===== config.mk =====
export PLATFORM = sky130hd
export DESIGN_NAME = cpl_port
export DESIGN_NICKNAME = d
export VERILOG_FILES = /design/src/cpl_port_pkg.sv /design/src/gather_if.sv /design/src/dword_gather.sv /design/src/cpl_port.sv
export SDC_FILE = /design/constraint.sdc
export NUM_CORES = 1
export LEC_CHECK = 0
export BUFFER_PORTS_ARGS = -buffer_cell sky130_fd_sc_hd__buf_2
export CAP_MARGIN = 20
export CORE_MARGIN = 4
export CORE_UTILIZATION = 40
export CTS_CLUSTER_DIAMETER = 120
export DETAILED_ROUTE_END_ITERATION = 8
export GPL_ROUTABILITY_DRIVEN = 0
export PLACE_DENSITY_LB_ADDON = 0.08
export SLEW_MARGIN = 20
export SYNTH_ARGS = -nofsm -noshare
export SYNTH_HDL_FRONTEND = slang
export SYNTH_HIERARCHICAL = 1
export SYNTH_SLANG_ARGS = --single-unit

===== constraint.sdc =====
create_clock -name clk -period 4.4 [get_ports clk]
set_input_delay 0.22 -clock clk [delete_from_list [all_inputs] [get_ports clk]]
set_output_delay 0.22 -clock clk [all_outputs]
set_load 0.02 [all_outputs]

===== src/cpl_port_pkg.sv =====
// Shared constants for the completion port: descriptor fields, status codes, phases
package cpl_port_pkg;
  localparam int DW_BITS = 32;
  localparam int MAX_DW = 8;
  localparam int DESC_DW = 3;
  localparam int DESC_BYTES = 12;
  localparam int ERR_PKT_BITS = 256;
  // Bit positions inside the three descriptor dwords, and dword indices up to the request info dword 3
  localparam int F_STATUS_LSB = 11;
  localparam int F_STATUS_W = 3;
  localparam int F_DEVFN_LSB = 8;
  localparam int F_BUS_LSB = 16;
  localparam int F_CID_EN = 24;
  localparam int F_FORCE_DIGEST = 31;
  localparam int DW_STATUS = 1;
  localparam int DW_IDS = 2;
  localparam int DW_REQ_INFO = 3;
  // Sideband layout and defaults
  localparam int SB_DISCONTINUE = 0;
  localparam int SB_W_DEFAULT = 33;
  localparam logic [2:0] ST_SUCCESS = 3'h0;
  localparam logic [2:0] ST_UNSUPPORTED = 3'h1;
  localparam logic [2:0] ST_ABORT = 3'h4;
  localparam logic RST_READY = 1'b0;
  localparam logic [11:0] RST_BEATS = 12'h000;
  localparam logic [11:0] BEATS_MAX = 12'hfff;
  typedef enum logic [0:0] {
    PH_IDLE = 1'b0,
    PH_BODY = 1'b1
  } phase_t;
endpackage


===== src/gather_if.sv =====
// Beat feed into the dword gatherer and the gathered leading dwords back out
`timescale 1ns/10ps
interface gather_if
  import cpl_port_pkg::*;
#(
  parameter int DATA_W = 64
);
  logic beat_en;
  logic beat_first;
  logic [DATA_W-1:0] beat_data;
  logic [31:0] dw [MAX_DW];
  logic [3:0] filled;
  modport feeder(output beat_en, output beat_first, output beat_data, input dw, input filled);
  modport gather(input beat_en, input beat_first, input beat_data, output dw, output filled);
endinterface


===== src/dword_gather.sv =====
// Captures the first eight dwords of each packet, whatever the beat width
`timescale 1ns/10ps
module dword_gather
  import cpl_port_pkg::*;
#(
  parameter int DATA_W = 64
)(
  input wire logic clk,
  input wire logic rst,
  gather_if.gather g
);
  localparam int DPB = DATA_W / DW_BITS;

  logic [31:0] dw_ff [MAX_DW];
  logic [31:0] nxt_dw [MAX_DW];
  logic [3:0] idx_ff;
  logic [3:0] nxt_idx;

  always_comb
  begin
    int base;
    int j;
    base = g.beat_first ? 0 : int'(idx_ff);
    j = 0;
    nxt_dw = dw_ff;
    nxt_idx = idx_ff;
    if (g.beat_en)
    begin
      for (int i = 0; i < DPB; i++)
      begin
        j = base + i;
        if (j < MAX_DW)
        begin
          nxt_dw[j] = g.beat_data[DW_BITS*i +: DW_BITS];
        end
      end
      // Saturate: dwords past the eighth are payload and never inspected
      nxt_idx = (base + DPB > MAX_DW) ? 4'(MAX_DW) : 4'(base + DPB);
    end
  end

  always_ff @(posedge clk)
  begin
    if (rst)
    begin
      idx_ff <= 4'h0;
      for (int i = 0; i < MAX_DW; i++)
      begin
        dw_ff[i] <= 32'h0000_0000;
      end
    end
    else
    begin
      idx_ff <= nxt_idx;
      dw_ff <= nxt_dw;
    end
  end

  assign g.dw = dw_ff;
  assign g.filled = idx_ff;
endmodule


===== src/cpl_port.sv =====
// Completer completion port: accepts completion packets and summarises each TLP
//
// What this block does
// - Port width 64, 128 or 256 bits
// - Dword mode: payload right after twelve descriptor bytes
// - Valid drop mid-packet nullifies the TLP
// - Ready may drop; user holds port stable
// - Address mode: payload starts beat after descriptor
// - Discontinue flag aborts packet; TLP nullified
// - Abort stays latched for the remaining beats
// - Discontinue sampled only when valid and ready
// - Endpoint reports abort as uncorrectable internal error
// - Request info dwords fill the error header log
// - Error completion takes 4, 2 or 1 beats
// - Force-digest bit appends digest to TLP
// - Completer-ID enable selects descriptor bus/device numbers
`timescale 1ns/10ps
module cpl_port
  import cpl_port_pkg::*;
#(
  parameter int DATA_W = 64,
  parameter int SB_W = SB_W_DEFAULT
)(
  input wire logic clk,
  input wire logic rst,
  input wire logic addr_aligned_mode,
  input wire logic endpoint_mode,
  input wire logic ecrc_enable,
  input wire logic [7:0] captured_bus,
  input wire logic [4:0] captured_dev,
  input wire logic link_ready,
  input wire logic cpl_in_valid,
  input wire logic [DATA_W-1:0] cpl_in_data,
  input wire logic cpl_in_last,
  input wire logic [SB_W-1:0] cpl_in_sideband,
  output logic cpl_in_ready,
  output logic cpl_out_valid,
  output logic cpl_out_nullify,
  output logic cpl_out_digest,
  output logic [15:0] cpl_out_cid,
  output logic [2:0] cpl_out_status,
  output logic [11:0] cpl_out_pay_slots,
  output logic cpl_out_malformed,
  output logic aer_internal_err,
  output logic aer_log_valid,
  output logic [159:0] aer_log
);
  import cpl_port_pkg::*;
  localparam int DPB = DATA_W / DW_BITS;
  localparam int DESC_BEATS = (DESC_BYTES * 8 + DATA_W - 1) / DATA_W;
  localparam int ERR_BEATS = ERR_PKT_BITS / DATA_W;
  gather_if #(.DATA_W(DATA_W)) g ();
  dword_gather #(.DATA_W(DATA_W)) u_gather (
    .clk(clk),
    .rst(rst),
    .g(g)
  );
  // Packet tracking state
  phase_t phase_ff;
  phase_t nxt_phase;
  logic ready_ff;
  logic nxt_ready;
  logic drop_ff;
  logic nxt_drop;
  logic abort_ff;
  logic nxt_abort;
  logic [11:0] beats_ff;
  logic [11:0] nxt_beats;
  logic finish_ff;
  logic nxt_finish;
  logic accept, first, disc, end_beat;
  assign accept = cpl_in_valid & ready_ff;
  assign first = accept & (phase_ff == PH_IDLE);
  assign disc = accept & cpl_in_sideband[SB_DISCONTINUE];
  assign end_beat = accept & cpl_in_last;
  assign g.beat_en = accept;
  assign g.beat_first = first;
  assign g.beat_data = cpl_in_data;

  always_comb
  begin
    // Ready is a registered copy of the link's room, so it may fall in any cycle
    nxt_ready = link_ready;
    nxt_phase = phase_ff;
    nxt_drop = drop_ff;
    nxt_abort = abort_ff;
    nxt_beats = beats_ff;
    nxt_finish = end_beat;
    unique case (phase_ff)
      PH_IDLE:
      begin
        if (accept && !cpl_in_last)
        begin
          nxt_phase = PH_BODY;
        end
      end
      PH_BODY:
      begin
        if (end_beat)
        begin
          nxt_phase = PH_IDLE;
        end
      end
    endcase
    if (first)
    begin
      nxt_drop = 1'b0;
      nxt_abort = disc;
      nxt_beats = 12'h001;
    end
    else
    begin
      // Valid falling inside a packet poisons it, even while ready is low
      if (phase_ff == PH_BODY && !cpl_in_valid)
      begin
        nxt_drop = 1'b1;
      end
      // Sticky until the next packet's first beat
      if (disc)
      begin
        nxt_abort = 1'b1;
      end
      if (accept && beats_ff != BEATS_MAX)
      begin
        nxt_beats = beats_ff + 12'h001;
      end
    end
  end

  always_ff @(posedge clk)
  begin
    if (rst)
    begin
      phase_ff <= PH_IDLE;
      ready_ff <= RST_READY;
      drop_ff <= 1'b0;
      abort_ff <= 1'b0;
      beats_ff <= RST_BEATS;
      finish_ff <= 1'b0;
    end
    else
    begin
      phase_ff <= nxt_phase;
      ready_ff <= nxt_ready;
      drop_ff <= nxt_drop;
      abort_ff <= nxt_abort;
      beats_ff <= nxt_beats;
      finish_ff <= nxt_finish;
    end
  end

  // Descriptor decode, one cycle after the last beat when all leading dwords sit in the gatherer
  logic [2:0] d_status;
  logic d_err, d_cid_en;
  logic [7:0] d_bus;
  logic [7:0] d_devfn;
  assign d_status = g.dw[DW_STATUS][F_STATUS_LSB +: F_STATUS_W];
  assign d_err = (d_status == ST_UNSUPPORTED) || (d_status == ST_ABORT);
  assign d_cid_en = g.dw[DW_IDS][F_CID_EN];
  assign d_bus = g.dw[DW_IDS][F_BUS_LSB +: 8];
  assign d_devfn = g.dw[DW_IDS][F_DEVFN_LSB +: 8];
  // Result registers
  logic out_valid_ff;
  logic out_nullify_ff;
  logic out_digest_ff;
  logic [15:0] out_cid_ff;
  logic [2:0] out_status_ff;
  logic [11:0] out_pay_ff;
  logic out_malformed_ff;
  logic aer_int_ff;
  logic aer_log_valid_ff;
  logic [159:0] aer_log_ff;
  logic nxt_out_valid;
  logic nxt_out_nullify;
  logic nxt_out_digest;
  logic [15:0] nxt_out_cid;
  logic [2:0] nxt_out_status;
  logic [11:0] nxt_out_pay;
  logic nxt_out_malformed;
  logic nxt_aer_int;
  logic nxt_aer_log_valid;
  logic [159:0] nxt_aer_log;

  always_comb
  begin
    nxt_out_valid = finish_ff;
    nxt_out_nullify = out_nullify_ff;
    nxt_out_digest = out_digest_ff;
    nxt_out_cid = out_cid_ff;
    nxt_out_status = out_status_ff;
    nxt_out_pay = out_pay_ff;
    nxt_out_malformed = out_malformed_ff;
    nxt_aer_int = 1'b0;
    nxt_aer_log_valid = 1'b0;
    nxt_aer_log = aer_log_ff;
    if (finish_ff)
    begin
      nxt_out_nullify = drop_ff | abort_ff;
      nxt_out_digest = g.dw[DW_IDS][F_FORCE_DIGEST] | ecrc_enable;
      nxt_out_status = d_status;
      if (!endpoint_mode || d_cid_en)
      begin
        nxt_out_cid = {d_bus, d_devfn};
      end
      else
      begin
        nxt_out_cid = {captured_bus, captured_dev, d_devfn[2:0]};
      end
      // Payload slots: dword mode packs payload after the 3 descriptor dwords,
      // address mode starts it on a fresh beat
      if (d_err)
      begin
        nxt_out_pay = 12'h000;
      end
      else if (addr_aligned_mode)
      begin
        nxt_out_pay = 12'((beats_ff - 12'(DESC_BEATS)) * 12'(DPB));
      end
      else
      begin
        nxt_out_pay = 12'(beats_ff * 12'(DPB) - 12'(DESC_DW));
      end
      nxt_out_malformed = d_err && (beats_ff != 12'(ERR_BEATS));
      nxt_aer_int = endpoint_mode & abort_ff;
      nxt_aer_log_valid = d_err;
      if (d_err)
      begin
        nxt_aer_log = {g.dw[7], g.dw[6], g.dw[5], g.dw[4], g.dw[DW_REQ_INFO]};
      end
    end
  end

  always_ff @(posedge clk)
  begin
    if (rst)
    begin
      out_valid_ff <= 1'b0;
      out_nullify_ff <= 1'b0;
      out_digest_ff <= 1'b0;
      out_cid_ff <= 16'h0000;
      out_status_ff <= ST_SUCCESS;
      out_pay_ff <= 12'h000;
      out_malformed_ff <= 1'b0;
      aer_int_ff <= 1'b0;
      aer_log_valid_ff <= 1'b0;
      aer_log_ff <= '0;
    end
    else
    begin
      out_valid_ff <= nxt_out_valid;
      out_nullify_ff <= nxt_out_nullify;
      out_digest_ff <= nxt_out_digest;
      out_cid_ff <= nxt_out_cid;
      out_status_ff <= nxt_out_status;
      out_pay_ff <= nxt_out_pay;
      out_malformed_ff <= nxt_out_malformed;
      aer_int_ff <= nxt_aer_int;
      aer_log_valid_ff <= nxt_aer_log_valid;
      aer_log_ff <= nxt_aer_log;
    end
  end

  assign cpl_in_ready = ready_ff;
  assign cpl_out_valid = out_valid_ff;
  assign cpl_out_nullify = out_nullify_ff;
  assign cpl_out_digest = out_digest_ff;
  assign cpl_out_cid = out_cid_ff;
  assign cpl_out_status = out_status_ff;
  assign cpl_out_pay_slots = out_pay_ff;
  assign cpl_out_malformed = out_malformed_ff;
  assign aer_internal_err = aer_int_ff;
  assign aer_log_valid = aer_log_valid_ff;
  assign aer_log = aer_log_ff;
endmodule


==> metrics.md <==
| Metric | Value |
|---|---|
| Hold_ws | 0.0383 ns |
| Max frequency | 300 MHz |
| Synthesized instance count | 2091 |
| Largest net degree at the start of global routing | 164 |
| RSZ-0062 raised after global routing | false |
| Setup bufs post-CTS | 0 |
| Clock slew at reported path FFs | 0.06 ns |
| Initial antenna violation count | 7 |
| Max_cap viols | 0 |
| First-pass detailed-route iteration total | 6 |
| Tmin final | 3.33 ns |
| Syn Area/Cell | 8.27 sq um |
| LEAKAGE | 0.00760 uW |
| Synth Net Count | 2219 |
| PortBufs | 283 |
| Worst-margin pin slew | 1.08 ns |
| CTS tree | done |
| Total wire length | 66200 microns |
| WL/cell | 23.5 microns |
| Hold Fails Final Rpt | 0 |
| H-tree Lvls | 2 |
| Util after Layout | 48.2% |
| Detail Placement HPWL | 41500 microns |
| Total track usage | 26.8% |
| Row cnt | 75 |
| Syn. warnings | 6 |
| Layout cell share with drive strength beyond 1 | 19.5% |
| Synth Cell Area | 17300 sq um |
| Initial Utilization | 40.9% |
| Worst skew pair latency | 0.58 ns |
| Initial drt markers | 1793 |
| Slew headroom | 27.7% |
| # IOs | 316 |
| Core area | 42300 sq um |
| Antenna viol nets, final | 0 |
| Clock tree sinks | 399 |
| Peak supply drop | 0.270 mV |
| Final setup viols | 0 |
| Total grt overflow | 0 |
| Final #Nets | 2329 |
| Setup TNS | 0 ns |
| First-pass GRT wire length | 96600 microns |
| CP max FO | 19 |
| Pins Over Slew Limit | 0 |
| Run status | completed |
| Placed Area | 18700 sq um |
| Vias | 16.4k |
| Number of global-route vias before repair | 15.3k |
| Class of the worst hold path | input pin to flip-flop |
| Arrival @ worst endpoint | 3.74 ns |
| Worst setup EP type | flip-flop |
| Post-route clock period utilization | 75.7% |
| Worst path required time | 4.81 ns |
| CTS Buf Count | 46 |
| Clk root buf | clkbuf_16 |
| P per Cell Area | 391 nW/um^2 |
| Final Cell Area | 20400 sq um |
| Clk buf depth | 3 |
| Crit path launch type | flip-flop |
| Die W | 216 microns |
| Die Y-Extent | 216 microns |
| Syn-to-layout area delta | 18.0% |
| Max Clock Skew | 0.0142 ns |
| Die footprint | 46600 sq um |
| Critical path type | flip-flop to flip-flop |
| Via density | 5.81 |
| Residual DRC | 0 |
| Post-CTS Resized | 0 |
-- where the power goes --
part / internal, uW / switching [uW] / total [uW]
registers: 3640 / 20.9 / 3660
clock network: 2370 / 1530 / 3900
logic: 111 / 315 / 425
total: 6120 / 1870 / 7990
-- per-layer routing --
| layer | global-route usage, % | up-vias | routed length, microns |
|---|---|---|---|
| met4 | 13.5 | 2 | 3490 |
| met5 | 0 | - | 8 |
| met2 | 40.3 | 731 | 28600 |
| met1 | 36.4 | 7859 | 28700 |
| li1 | - | 7615 | - |
| met3 | 5.67 | 173 | 5370 |
-- placed cells by master, fill, tap and decap left out, types with 39 or more instances in the layout --
cell,instances
a31oi_1,40
a211oi_1,48
clkbuf_16,49
nand2_1,372
nand4_1,39
buf_2,282
o22ai_1,95
nor2_1,41
dfxtp_1,399
a21oi_1,195
o21ai_0,44
inv_1,81
a221oi_1,64
-- final cells by class --
class	instances	area [sq um]
Clock buffer	74	1460
Clock inverter	7	85.1
Timing Repair Buffer	327	1880
Tap cell	577	722
Inverter	83	317
Fill cell	4214	21900
Multi-Input combinational cell	1344	7950
Antenna cell	7	17.5
Sequential cell	399	7990
-- worst max-delay path, stage by stage, from the launching register on --
cell	delay [ns]
dfxtp_1	0.41
and3b_1	0.28
nor2b_1	0.29
ha_1	0.43
or3b_1	0.45
a311o_1	0.63
buf_4	0.34
o22ai_1	0.18
a22oi_1	0.14
-- final timing paths --
check                                startpoint                 to  slack (ns)  cells past startpoint
worst min register to register       aer_log[8]         aer_log[8]        0.45                      2
worst min-delay path            captured_bus[7]    cpl_out_cid[15]        0.04                      3
worst max register to register        flip-flop  u_gather/g.dw[67]        1.07                      8
worst max-delay path                  flip-flop  u_gather/g.dw[67]        1.07                      8
-- what timing repair did --
action	in CTS	in global routing
hold endpoints to repair	20	0
hold buffers	19	0
setup endpoints to repair	0	0
-- metrics by stage --
| stage | cells | setup slack [ns] | power (uW) |
|---|---|---|---|
| after global placement | 2711 | 1.03 | 4130 |
| after detailed placement | 2711 | 0.944 | 4140 |
| after global routing | 2813 | 0.841 | 8220 |
| after CTS | 2811 | 0.925 | 8050 |
| final | 2818 | 1.07 | 7990 |
| after floorplan | 2091 | 1.46 | 3940 |
-- sequential cells by signal, indices dropped and copies added, names as in the netlist, named ones only --
name               flops
cpl_out_valid          1
cpl_out_digest         1
cpl_out_cid           16
aer_internal_err       1
drop_ff                1
abort_ff               1
cpl_out_nullify        1
aer_log_valid          1
beats_ff              12
cpl_out_pay_slots     12
cpl_out_status         3
aer_log              160
finish_ff              1
cpl_in_ready           1
cpl_out_malformed      1
u_gather/g.dw        181
u_gather/g.filled      4
Power figures use the tool's default switching activity.
